File: src/sps_pkg.sv
package sps_pkg;
  // drive modes
  typedef enum logic [1:0] {
    SPS_MODE_WAVE,
    SPS_MODE_FULL,
    SPS_MODE_HALF,
    SPS_MODE_QUARTER
  } sps_mode_type;

  // table geometry: in quarter step the index counts sixteenths of an electrical cycle
  localparam int unsigned SPS_IDX_W      = 4;
  localparam int unsigned SPS_MAG_W      = 4;
  localparam int unsigned SPS_LEN_WAVE   = 4;
  localparam int unsigned SPS_LEN_FULL   = 4;
  localparam int unsigned SPS_LEN_HALF   = 8;
  localparam int unsigned SPS_LEN_QUART  = 16;

  // magnitude codes for |cos| at 22.5 degree points
  localparam logic [3:0] SPS_MAG_1P000 = 4'hf; // 15
  localparam logic [3:0] SPS_MAG_0P924 = 4'he; // 14
  localparam logic [3:0] SPS_MAG_0P707 = 4'hb; // 11
  localparam logic [3:0] SPS_MAG_0P383 = 4'h6; // 6
  localparam logic [3:0] SPS_MAG_ZERO  = 4'h0;
  localparam logic [3:0] SPS_MAG_FULL  = 4'hf; // full-step current

  // reset values
  localparam logic [3:0] SPS_IDX_RST   = 4'h0;

  // step-rate divider width; rate counts cycles between auto steps (0 = off)
  localparam int unsigned SPS_RATE_W   = 16;
endpackage

File: src/sps_sequencer.sv
`timescale 1ns/1ps
// How it works
// driver stops bridge above about 155 C, restarts after hysteresis
// driver stops bridge under supply lockout, restarts when supply returns
// wave drive: A, B, A reversed, B reversed, one winding at a time
// reverse direction walks the chosen table backwards
// full step: both windings on, polarities AB, A*B, A*B*, AB*
// half step: angle moves 45 degrees, eight entries per cycle
// winding A code is |cos| rounded to four bits, msb on top pin
// each winding polarity bit selects its current direction
// quarter step: 22.5 degree entries, sixteen per cycle, repeating
// codes 15,14,11,6,0; A follows cosine, B follows sine
// polarity A high 0..67.5 and 270..337.5; B high 0..157.5
// both brake inputs held low while microstepping
// driver threshold is reference times code over sixteen
// wrapping index per mode, stepped up or down per request
module sps_sequencer
  import sps_pkg::*;
#(
  parameter int unsigned RATE_W = SPS_RATE_W
)
(
  input  wire logic              clk_sys_i,
  input  wire logic              rst_n_i,
  input  wire sps_mode_type      mode_i,
  input  wire logic              step_i,
  input  wire logic              reverse_i,
  input  wire logic              enable_i,
  input  wire logic              brake_i,
  input  wire logic [RATE_W-1:0] rate_i,
  output logic                   magnitude_msb_a_o,
  output logic                   magnitude_a2_o,
  output logic                   magnitude_a1_o,
  output logic                   magnitude_lsb_a_o,
  output logic                   polarity_a_o,
  output logic                   winding_short_a_o,
  output logic                   magnitude_msb_b_o,
  output logic                   magnitude_b2_o,
  output logic                   magnitude_b1_o,
  output logic                   magnitude_lsb_b_o,
  output logic                   polarity_b_o,
  output logic                   winding_short_b_o,
  output logic [3:0]             step_index_o,
  output logic                   step_done_o
);

  logic [3:0]   idx_q;
  logic [3:0]   idx_d;
  logic [3:0]   angle_a;
  logic [3:0]   angle_b;
  logic [3:0]   rom_mag_a;
  logic [3:0]   rom_mag_b;
  logic         rom_pol_a;
  logic         rom_pol_b;
  logic [3:0]   mag_a_d;
  logic [3:0]   mag_b_d;
  logic         pol_a_d;
  logic         pol_b_d;
  logic [3:0]   mag_a_q;
  logic [3:0]   mag_b_q;
  logic         pol_a_q;
  logic         pol_b_q;
  logic         short_q;
  logic         auto_tick;
  logic         adv;
  logic         done_q;
  logic [3:0]   last_idx;
  sps_mode_type mode_q;

  // periodic ticks are ORed with explicit requests; a tick in the same cycle as a request makes one step
  sps_step_div #(
    .RATE_W (RATE_W)
  ) u_div (
    .clk_sys_i (clk_sys_i),
    .rst_n_i   (rst_n_i),
    .period_i  (rate_i),
    .tick_o    (auto_tick)
  );

  assign adv = enable_i && (step_i || auto_tick);

  // wrap point depends on table length
  always_comb
  begin
    unique case (mode_q)
      SPS_MODE_WAVE:    last_idx = 4'(SPS_LEN_WAVE - 1);
      SPS_MODE_FULL:    last_idx = 4'(SPS_LEN_FULL - 1);
      SPS_MODE_HALF:    last_idx = 4'(SPS_LEN_HALF - 1);
      SPS_MODE_QUARTER: last_idx = 4'(SPS_LEN_QUART - 1);
    endcase
  end

  // wrapping index, up or down
  always_comb
  begin
    idx_d = idx_q;
    if (adv)
    begin
      if (reverse_i)
        idx_d = (idx_q == 4'h0) ? last_idx : idx_q - 4'h1;
      else
        idx_d = (idx_q >= last_idx) ? 4'h0 : idx_q + 4'h1;
    end
  end

  // mode change restarts the table so index never exceeds the new length
  always_ff @(posedge clk_sys_i)
  begin
    if (!rst_n_i)
    begin
      mode_q <= SPS_MODE_WAVE;
      idx_q  <= SPS_IDX_RST;
    end
    else if (mode_i != mode_q)
    begin
      mode_q <= mode_i;
      idx_q  <= SPS_IDX_RST;
    end
    else
      idx_q <= idx_d;
  end

  // map index to a sixteenth-cycle angle; sine is cosine shifted by 270
  always_comb
  begin
    unique case (mode_q)
      SPS_MODE_HALF:    angle_a = {idx_q[2:0], 1'b0};
      SPS_MODE_QUARTER: angle_a = idx_q;
      default:          angle_a = {idx_q[1:0], 2'b00};
    endcase
    angle_b = angle_a + 4'hc;
  end

  sps_cos_rom u_rom_a (
    .angle_i (angle_a),
    .mag_o   (rom_mag_a),
    .pol_o   (rom_pol_a)
  );

  sps_cos_rom u_rom_b (
    .angle_i (angle_b),
    .mag_o   (rom_mag_b),
    .pol_o   (rom_pol_b)
  );

  // per-mode pattern; B polarity high through 0..157.5
  always_comb
  begin
    mag_a_d = rom_mag_a;
    mag_b_d = rom_mag_b;
    pol_a_d = rom_pol_a;
    pol_b_d = (angle_a <= 4'h7);
    unique case (mode_q)
      SPS_MODE_WAVE:
      begin
        // only one winding carries current per entry
        mag_a_d = idx_q[0] ? SPS_MAG_ZERO : SPS_MAG_FULL;
        mag_b_d = idx_q[0] ? SPS_MAG_FULL : SPS_MAG_ZERO;
        pol_a_d = ~idx_q[1];
        pol_b_d = ~idx_q[1];
      end
      SPS_MODE_FULL:
      begin
        // AB, A*B, A*B*, AB*
        mag_a_d = SPS_MAG_FULL;
        mag_b_d = SPS_MAG_FULL;
        pol_a_d = (idx_q[1:0] == 2'h0) || (idx_q[1:0] == 2'h3);
        pol_b_d = ~idx_q[1];
      end
      default:
      begin
      end
    endcase
  end

  // registered pin outputs; enable low de-energizes both windings
  always_ff @(posedge clk_sys_i)
  begin
    if (!rst_n_i)
    begin
      mag_a_q <= SPS_MAG_ZERO;
      mag_b_q <= SPS_MAG_ZERO;
      pol_a_q <= 1'b0;
      pol_b_q <= 1'b0;
    end
    else
    begin
      mag_a_q <= enable_i ? mag_a_d : SPS_MAG_ZERO;
      mag_b_q <= enable_i ? mag_b_d : SPS_MAG_ZERO;
      pol_a_q <= pol_a_d;
      pol_b_q <= pol_b_d;
    end
  end

  // brake only allowed outside microstepping modes
  always_ff @(posedge clk_sys_i)
  begin
    if (!rst_n_i)
      short_q <= 1'b0;
    else
      short_q <= brake_i && (mode_i != SPS_MODE_HALF) && (mode_i != SPS_MODE_QUARTER);
  end

  // step acknowledge, set on the same edge that moves the index
  always_ff @(posedge clk_sys_i)
  begin
    if (!rst_n_i)
      done_q <= 1'b0;
    else
      done_q <= adv && (mode_i == mode_q);
  end

  // msb on the highest pin, driver weights code over sixteen
  assign magnitude_msb_a_o = mag_a_q[3];
  assign magnitude_a2_o    = mag_a_q[2];
  assign magnitude_a1_o    = mag_a_q[1];
  assign magnitude_lsb_a_o = mag_a_q[0];
  assign magnitude_msb_b_o = mag_b_q[3];
  assign magnitude_b2_o    = mag_b_q[2];
  assign magnitude_b1_o    = mag_b_q[1];
  assign magnitude_lsb_b_o = mag_b_q[0];
  assign polarity_a_o      = pol_a_q;
  assign polarity_b_o      = pol_b_q;
  assign winding_short_a_o = short_q;
  assign winding_short_b_o = short_q;
  assign step_index_o      = idx_q;
  assign step_done_o       = done_q;

  // thermal and undervoltage shutdown are inside the driver;
  // the sequencer keeps its index so motion resumes on restart

  property p_idx_wrap;
    @(posedge clk_sys_i) disable iff (!rst_n_i)
      (adv && !reverse_i && idx_q == last_idx && mode_i == mode_q) |=> idx_q == 4'h0;
  endproperty
  a_idx_wrap: assert property (p_idx_wrap) else $error("index did not wrap");

  property p_idx_back;
    @(posedge clk_sys_i) disable iff (!rst_n_i)
      (adv && reverse_i && idx_q == 4'h0 && mode_i == mode_q) |=> idx_q == $past(last_idx);
  endproperty
  a_idx_back: assert property (p_idx_back) else $error("reverse wrap wrong");

  property p_idx_hold;
    @(posedge clk_sys_i) disable iff (!rst_n_i)
      (!adv && mode_i == mode_q) |=> $stable(idx_q);
  endproperty
  a_idx_hold: assert property (p_idx_hold) else $error("index moved without step");

  property p_wave_one;
    @(posedge clk_sys_i) disable iff (!rst_n_i)
      (mode_q == SPS_MODE_WAVE && enable_i && mode_i == mode_q)
        |=> (mag_a_q == SPS_MAG_ZERO) != (mag_b_q == SPS_MAG_ZERO);
  endproperty
  a_wave_one: assert property (p_wave_one) else $error("wave drive not single winding");

  property p_full_both;
    @(posedge clk_sys_i) disable iff (!rst_n_i)
      (mode_q == SPS_MODE_FULL && enable_i) |=> mag_a_q == SPS_MAG_FULL && mag_b_q == SPS_MAG_FULL;
  endproperty
  a_full_both: assert property (p_full_both) else $error("full step winding off");

  property p_quart_zero;
    @(posedge clk_sys_i) disable iff (!rst_n_i)
      (mode_q == SPS_MODE_QUARTER && enable_i && idx_q == 4'h0)
        |=> mag_a_q == 4'hf && mag_b_q == 4'h0 && pol_a_q && pol_b_q;
  endproperty
  a_quart_zero: assert property (p_quart_zero) else $error("quarter entry 0 wrong");

  property p_quart_pol;
    @(posedge clk_sys_i) disable iff (!rst_n_i)
      (mode_q == SPS_MODE_QUARTER && idx_q == 4'h4) |=> !pol_a_q && pol_b_q && mag_a_q == 4'h0;
  endproperty
  a_quart_pol: assert property (p_quart_pol) else $error("quarter 90 deg wrong");

  property p_half_45;
    @(posedge clk_sys_i) disable iff (!rst_n_i)
      (mode_q == SPS_MODE_HALF && enable_i && idx_q == 4'h1)
        |=> mag_a_q == 4'hb && mag_b_q == 4'hb;
  endproperty
  a_half_45: assert property (p_half_45) else $error("half step 45 deg wrong");

  property p_no_brake;
    @(posedge clk_sys_i) disable iff (!rst_n_i)
      (mode_i == SPS_MODE_QUARTER || mode_i == SPS_MODE_HALF)
        |=> !winding_short_a_o && !winding_short_b_o;
  endproperty
  a_no_brake: assert property (p_no_brake) else $error("brake during microstep");

  // acknowledge stands exactly one cycle per accepted step
  property p_done_set;
    @(posedge clk_sys_i) disable iff (!rst_n_i)
      (adv && mode_i == mode_q) |=> step_done_o;
  endproperty
  a_done_set: assert property (p_done_set) else $error("step not acknowledged");

  property p_done_clear;
    @(posedge clk_sys_i) disable iff (!rst_n_i)
      !adv |=> !step_done_o;
  endproperty
  a_done_clear: assert property (p_done_clear) else $error("acknowledge without step");

  c_quart_wrap: cover property (@(posedge clk_sys_i) disable iff (!rst_n_i)
    mode_q == SPS_MODE_QUARTER && adv && idx_q == 4'hf);
  c_reverse: cover property (@(posedge clk_sys_i) disable iff (!rst_n_i)
    adv && reverse_i && idx_q == 4'h0);
  c_wave: cover property (@(posedge clk_sys_i) disable iff (!rst_n_i)
    mode_q == SPS_MODE_WAVE && adv);

endmodule

File: src/sps_cos_rom.sv
`timescale 1ns/1ps
// magnitude and polarity for one winding at a sixteenth-cycle angle
module sps_cos_rom
  import sps_pkg::*;
(
  input  wire logic [3:0] angle_i,
  output logic      [3:0] mag_o,
  output logic            pol_o
);

  // |cos| folded over the quarter cycle
  always_comb
  begin
    unique case (angle_i[1:0])
      2'h0:    mag_o = angle_i[2] ? SPS_MAG_ZERO  : SPS_MAG_1P000;
      2'h1:    mag_o = angle_i[2] ? SPS_MAG_0P383 : SPS_MAG_0P924;
      2'h2:    mag_o = SPS_MAG_0P707;
      default: mag_o = angle_i[2] ? SPS_MAG_0P924 : SPS_MAG_0P383;
    endcase
  end

  // polarity 1 for 0..67.5 and 270..337.5
  assign pol_o = (angle_i <= 4'h3) || (angle_i >= 4'hc);

endmodule

File: src/sps_step_div.sv
`timescale 1ns/1ps
// programmable step-rate divider, one-cycle pulse
module sps_step_div
  import sps_pkg::*;
#(
  parameter int unsigned RATE_W = SPS_RATE_W
)
(
  input  wire logic              clk_sys_i,
  input  wire logic              rst_n_i,
  input  wire logic [RATE_W-1:0] period_i,
  output logic                   tick_o
);

  logic [RATE_W-1:0] cnt_q;

  // period of zero disables auto stepping
  always_ff @(posedge clk_sys_i)
  begin
    if (!rst_n_i || period_i == '0 || cnt_q >= period_i - 1'b1)
      cnt_q <= '0;
    else
      cnt_q <= cnt_q + 1'b1;
  end

  assign tick_o = (period_i != '0) && (cnt_q >= period_i - 1'b1);

endmodule

File: config.mk
export PLATFORM = sky130hd
export DESIGN_NAME = sps_sequencer
export DESIGN_NICKNAME = d
export VERILOG_FILES = /design/src/sps_pkg.sv /design/src/sps_sequencer.sv /design/src/sps_cos_rom.sv /design/src/sps_step_div.sv
export SDC_FILE = /design/constraint.sdc
export NUM_CORES = 1
export LEC_CHECK = 0
export BUFFER_PORTS_ARGS = -buffer_cell sky130_fd_sc_hd__buf_2
export CORE_MARGIN = 3
export CORE_UTILIZATION = 54
export CTS_CLUSTER_SIZE = 20
export DETAILED_ROUTE_END_ITERATION = 8
export MAX_ROUTING_LAYER = met4
export PLACE_DENSITY = 0.76
export SYNTH_ARGS = -nofsm -noshare
export SYNTH_HDL_FRONTEND = slang
export SYNTH_SLANG_ARGS = --single-unit
File: constraint.sdc
create_clock -name clk_sys_i -period 5.6 [get_ports clk_sys_i]
set_input_delay 0.84 -clock clk_sys_i [delete_from_list [all_inputs] [get_ports clk_sys_i]]
set_output_delay 0.84 -clock clk_sys_i [all_outputs]
set_load 0.1 [all_outputs]
After elaboration in Yosys (flattened, before gate mapping)

Index checks and enable logic that the tools add are counted.
Widths: inputs -> output; s select.

$add $sub $neg: 5
$lt $le $gt $ge: 5
Equality and inequality tests: 12
Mux-type cells: 19
Bitwise logic cells: 2
Reduce and logical (&&, ||, !) cells: 21

Operators by type and width:

| kind                  | count |
|---|---|
| $mux 4                | 11 |
| $pmux 4 s3            | 3 |
| $pmux 4 s2            | 3 |
| $add 16x1->16 const B | 1 |
| $ge 16x16->1          | 1 |
| $logic_not 16->1      | 1 |
| $reduce_bool 16->1    | 1 |
| $sub 16x1->16 const B | 1 |
| $eq 2x2->1 const B    | 5 |
| $logic_not 2->1       | 4 |
| $eq 2x1->1 const B    | 3 |
| $logic_and 1x1->1     | 5 |
| $logic_or 1x1->1      | 5 |
| $add 4x1->4 const B   | 1 |
| $ge 4x4->1            | 1 |
| $ge 4x4->1 const B    | 1 |
| $le 4x2->1 const B    | 1 |
| $le 4x3->1 const B    | 1 |
| $logic_not 4->1       | 1 |
| $ne 2x2->1 const B    | 2 |
| $reduce_or 2->1       | 2 |
| $sub 4x1->4 const B   | 1 |
| $add 3x3->3 const B   | 1 |
| $eq 2x2->1            | 1 |
| other kinds (6)       | 7 |

Bits in registers: 34
Bits of input ports: 24
Output and inout bits: 17

Logic depth before layout (Yosys ltp)

Gate-level depths: netlist of run 1.

Word-level depth: 6
Gate-level depth with buffers: 14
Gate-level depth less buffers: 13

Hierarchy

From an unflattened synthesis of run 1, not the netlist that was laid out.

Cells, all modules: 289
Area, all modules: 2432.3 µm²

By module, submodules not included:

| module        | times used | cells an instance | area an instance (µm²) | seq. area each (µm²) |
|---|---|---|---|---|
| sps_step_div  | 1          | 150               | 1271.2                 | 320.3 |
| sps_sequencer | 1          | 113               | 955.9                  | 360.3 |
| sps_cos_rom   | 2          | 13                | 102.6                  | 0.0 |

Worst setup path before layout of run 1

Ideal clock, no wire load.

Path type: in2reg
From: input rate_i[4]
To: register idx_q[1], in the netlist step_index_o[1]
Arrival: 3.696 ns
Slack: 1.783 ns
Stages on the path: 12
Path through: or4_4 nor3_4 nor2b_1 nand2_1 xor2_1 ha_1 nand4_1 nor3_2 or4b_1 a31o_4 nand2_4 mux2_4

Cells in the longest elaborated chain, start to end: 5
Elaborated cells on any way between the ends: 6

Ends and longest elaborated chain:

| item                   | RTL line             | RTL |
|---|---|---|
| start: declaration     | sps_sequencer.sv:30  | `input wire logic [RATE_W-1:0] rate_i,` |
| $sub 16x1->16          | sps_step_div.sv:26   | `assign tick_o = (period_i != '0) && (cnt_q >= period_i - 1'b1);` |
| $ge 16x16->1           | sps_step_div.sv:26   |  |
| $logic_and 1x1->1 (*)  | sps_step_div.sv:26   |  |
| $logic_or 1x1->1 (*)   | sps_sequencer.sv:80  | `assign adv = enable_i && (step_i \|\| auto_tick);` |
| $logic_and 1x1->1 (*)  | sps_sequencer.sv:80  |  |
| end signal: assignment | sps_sequencer.sv:120 | `idx_q <= idx_d;` |
| end: declaration       | sps_sequencer.sv:47  | `logic [3:0] idx_q;` |

Mark *: on every way between the ends. The rest lies on a longest branch, timed or not.
A chain may end at the register's enable or synchronous reset.

Worst setup path in the final report of run 1

Ends and elaborated chain as after synthesis.

==> results.cfg, run 1 <==
[run_status]
status = finished clean

[final_layout]
final_core_utilization = 0.664
mostFrequentLayoutCells = buf_2, nor2_1, dfxtp_1
num_antenna_cells = 0
area_growth_pct = 14.5
mostFrequentLayoutCell = buf_2
drive_gt1_frac = 0.168
fin_area_sq_mm = 0.00275
nets = 383

[timing]
totalNegativeSetupSlack_ns = 0
rsz0062_at_grt = no
slew_violations = 0
finalCriticalPeriod_ns = 3.82
skew_ns = 0.00718
setup_viol = 0
hold_viol_final = 0
fmaxAchievable_ghz = 0.262
worstMarginPinSlew_ns = 0.594
period_share = 0.682
max_slew_margin = 0.603

[worst_setup_path]
worst-endpoint-required_ns = 5.79
cp-end-kind = flop
crit_family = simple AND/OR/NAND/NOR gates
path_cells = buf_2 -> or4_4 -> nor3_4 -> nor2b_1 -> nand2_1 -> xor2_1 -> ha_1 -> nand4_1 -> nor3_2 -> or4b_1 -> a31o_4 -> nand2_4 -> mux2_4
max_stage_delay_ns = 0.56
reg2regPathDepth = 9
cp.arrival_ns = 4.01
slowest_stage = or4_4
critPathLaunchType = input pin
path_depth = 13
crit_buf_inv = 1
crit_fanout = 5
crit_type = in -> reg

[placed_design]
portBuffers = 40
postPlaceCellArea_sq_mm = 0.00262
dp_hpwl_microns = 3820
place_congestion = 0.876

[die]
rows = 23
die_area_sq_mm = 0.00529
core_sq_mm = 0.00414
io_pins = 41
die_width_microns = 72.7
die-height_microns = 72.7
start_util = 0.580

[route]
vias = 2108
drt-total-wl_microns = 4990
first_pass_iters = 4
ant_nets = 0
wl_per_cell_microns = 13.0
drc_errors = 0
drt_iter0_markers = 164
routed_via_density = 5.49

[synth]
async_reset_ff_frac = 0
synthCells = 297
ys_types = 50
synth_flop_cell = dfxtp_1
synth_area_per_cell_sq_um = 8.10
synth_nets = 347
yosysWarnings = 0
synth_area_sq_mm = 0.00240
ys_ff_latch = 34
ys_seq_area_frac = 0.283
synth_edf_count = 0

[clock_tree]
hold_buffers = 0
htree_levels = 2
numCtsBuffers = 5
clock_sinks = 34
cts-root-buf = clkbuf_8
path_clk_slew_ns = 0.08
clk_latency_ns = 0.29
clock_path_buffers = 2
cts_setup_buffers = 0
ctsResizeCount = 0
cts_tree = yes

[flow_run]
drv_cap = 0

[global_routing]
grt_pass1_vias = 1817
grt_overflow_total = 0
grt_pass1_wl_microns = 8420
grt_max_degree = 20
antenna_found_initial = 0
grtUsageTotal = 0.206

[worst_hold_path]
hp-class = reg -> reg
holdPathStages = 1

[power_and_ir_drop]
power_density_mw_per_mm2 = 231
power.leakage_nw = 1.21
irDropWorstVdd_v = 0.000147
power_mw = 0.637
-- flip-flops by register name, summed over array words and instances (netlist names) --
name / flops
mag_a_q: 4
mode_q: 2
step_index_o: 4
polarity_a_o: 1
step_done_o: 1
polarity_b_o: 1
winding_short_a_o: 1
mag_b_q: 4
u_div.cnt_q: 16
-- cell usage after synthesis (4+ instances only) --
cell,instances,area (sq um)
a21oi_1,17,85.1
a221oi_1,4,35.0
and2_1,4,25.0
and3_1,7,43.8
clkbuf_1,9,33.8
dfxtp_1,34,681
ha_1,26,325
inv_1,16,60.1
nand2_1,24,90.1
nand2b_1,5,31.3
nand3_1,10,50.1
nand4_1,7,43.8
nor2_1,39,146
nor2b_1,5,31.3
nor3_1,6,30.0
o21ai_0,12,60.1
xnor2_1,19,166
xor2_1,12,105
-- routing by layer --
| metal | part of all wire | vias up | GRT usage |
|---|---|---|---|
| li1 | - | 1110 | - |
| met1 | 0.53 | 939 | 0.310 |
| met2 | 0.40 | 55 | 0.271 |
| met3 | 0.056 | 4 | 0.0331 |
| met4 | 0.0096 | 0 | 0.0799 |
| met5 | 0 | - | - |
-- layout make-up --
class,instances,area [sq um]
multi-input combinational,236,1610
tap,50,62.6
sequential,34,681
clock buffer,5,68.8
fill,362,1390
inverter,16,60.1
clock inverter,3,68.8
timing repair buffer,40,200
-- path summary, 6_finish.rpt --
path	to	slack [ns]	from
setup / recovery	step_index_o[1]	1.78	rate_i[4]
hold / removal	u_div.cnt_q[0]	0.48	u_div.cnt_q[0]
setup reg to reg	mag_a_q[3]	3.11	step_index_o[0]
hold reg to reg	u_div.cnt_q[0]	0.48	u_div.cnt_q[0]
-- stage by stage --
stage | setup slack [ns] | hold slack [ns] | instances
floorplan | 1.78 | 0.437 | 297
global placement | 1.53 | 0.462 | 376
detailed placement | 1.49 | 0.467 | 376
CTS | 1.78 | 0.484 | 384
global route | 1.53 | 0.552 | 384
finish | 1.78 | 0.475 | 384
-- logic make-up after synthesis --
kind of cell | count (synthesis) | share of synthesized area
adder cells (fa/ha/maj) | 26 | 0.135
AND/OR/NAND/NOR | 121 | 0.258
flip-flops | 34 | 0.283
buffers and inverters | 27 | 0.0468
XOR/XNOR | 31 | 0.113
multiplexers | 2 | 0.0104
AO/OA/AOI/OAI | 56 | 0.154
-- report_power, final --
part           internal, mW  switching (mW)
registers             0.249         0.00878
logic                0.0326          0.0738
clock network         0.178          0.0943
total                 0.460           0.177
Note: power is estimated with default switching activity, not from simulation.
==> run 2, diff against run 1 <==
Settings changed: CORE_UTILIZATION 54 to 51, PLACE_DENSITY 0.76 to 0.75.
Clock period 5.6 ns to 3.2 ns, I/O delays scaled along.
==> run 2 against run 1 <==
The run now ends with negative setup slack left. Sequential share of layout area fell by 1.2 points. Wire length rose by 6.0%. Register-to-register slack got worse by 2.3 ns. Critical endpoint unchanged. Non-clock buffer count rose by 20. Via count rose by 6.5%. Cell area rose by 5.0%. Clock power rose by 8.8%. Count of clock-buffer cells in the layout did not move. Sequential power rose by 74%. Global-route usage rose by 0.70 points. Die area rose by 5.4%.
==> results.cfg, run 2 (synthesis gave the netlist of run 1 again) <==
[run_status]
status = finished, violations left
violations = negative setup slack

[final_layout]
nets = 403
final_core_utilization = 0.650
mostFrequentLayoutCells = nor2_1, buf_2, dfxtp_1
area_growth_pct = 20.1
mostFrequentLayoutCell = nor2_1
drive_gt1_frac = 0.221
num_antenna_cells = 0
regMostFlops = u_div.cnt_q
largest_reg_flops = 16

[worst_setup_path]
critPathLaunchType = input pin
worst-endpoint-required_ns = 3.38
crit_type = in -> reg
cp-end-kind = flop
cp.arrival_ns = 3.39
crit_fanout = 3

[route]
vias = 2245
wl_per_cell_microns = 13.1
ant_nets = 0
first_pass_iters = 4
drc_errors = 0
drt_iter0_markers = 138
routed_via_density = 5.54
drt-total-wl_microns = 5290

[timing]
finalCriticalPeriod_ns = 3.21
setup_ws_ns = -0.0119
hold_viol_final = 0
max_slew_margin = 0.579
slew_violations = 0
period_share = 1.00
rsz0062_at_grt = yes
skew_ns = 0.00677
worstMarginPinSlew_ns = 0.615
fmaxAchievable_ghz = 0.311
setup_viol = 1

[flow_run]
drv_cap = 0

[clock_tree]
hold_buffers = 0
clock_sinks = 34
htree_levels = 2
clock_path_buffers = 2
cts_tree = yes
numCtsBuffers = 5
clk_latency_ns = 0.28
cts-root-buf = clkbuf_8
path_clk_slew_ns = 0.07

[die]
io_pins = 41
die_width_microns = 74.7
rows = 24
core_sq_mm = 0.00444
die-height_microns = 74.7
start_util = 0.541
die_area_sq_mm = 0.00558

[placed_design]
portBuffers = 40
place_congestion = 0.809
dp_hpwl_microns = 4150

[power_and_ir_drop]
power.leakage_nw = 1.30
power_density_mw_per_mm2 = 330
power_mw = 0.952
irDropWorstVdd_v = 0.000185

[global_routing]
grt_max_degree = 18
grt_pass1_wl_microns = 9180
grtUsageTotal = 0.213
antenna_found_initial = 0
grt_pass1_vias = 2133
grt_overflow_total = 0

[worst_hold_path]
hp-class = in -> reg
-- run 2: final cells by class --
class	instances	area, sq um
timing repair buffer	60	375
tap	52	65.1
inverter	16	60.1
clock buffer	5	68.8
fill	377	1560
multi-input combinational	236	1630
clock inverter	2	10.0
sequential	34	681
-- run 2: where the power goes --
| group | switching (mW) | total [mW] | internal, mW | leakage [nW] |
|---|---|---|---|---|
| clock | 0.151 | 0.297 | 0.146 | 0.0438 |
| sequential | 0.0119 | 0.448 | 0.436 | 0.278 |
| combinational | 0.137 | 0.208 | 0.0704 | 0.979 |
-- run 2: metrics by stage --
stage               cell area (sq um)  hold slack [ns]  setup TNS, ns  cells  setup WS (ns)
floorplan                        2420            0.437         -0.577    297         -0.144
global placement                 2770            0.466          -4.34    394         -0.285
detailed placement               2770            0.473          -5.71    394         -0.358
CTS                              2870            0.383        -0.0205    403        -0.0205
global route                     2890            0.382          -1.41    405         -0.127
finish                           2890            0.394        -0.0119    405        -0.0119
-- run 2: final timing paths --
kind	depth (start not counted)	start	to	slack [ns]
worst max-delay path	13	rate_i[4]	step_index_o[1]	-0.01
worst min-delay path	2	mode_i[1]	winding_short_a_o	0.39
worst max register to register	8	mode_q[0]	mag_a_q[3]	0.86
worst min register to register	1	u_div.cnt_q[0]	u_div.cnt_q[0]	0.48
-- run 2: layer usage --
| layer | part of all wire | vias up | track usage |
|---|---|---|---|
| met5 | 0 | - | - |
| met4 | 0.018 | 0 | 0.0751 |
| met3 | 0.050 | 9 | 0.0374 |
| met2 | 0.50 | 70 | 0.367 |
| met1 | 0.43 | 1010 | 0.250 |
| li1 | - | 1156 | - |
-- run 2: timing repair --
action,CTS,global route
endpoints found under the setup margin,2,21
resized for setup,1,1
setup buffers,2,2
hold endpoints to repair,0,0
-- run 2: critical path: stages --
cell	delay, ns
buf_6	0.09
or4_4	0.54
nor3_4	0.22
nand2b_1	0.12
nor4_2	0.18
xnor2_1	0.10
ha_1	0.30
nand4_1	0.13
nor3_2	0.15
or4b_4	0.49
a31o_4	0.24
nand2_4	0.06
mux2_4	0.29
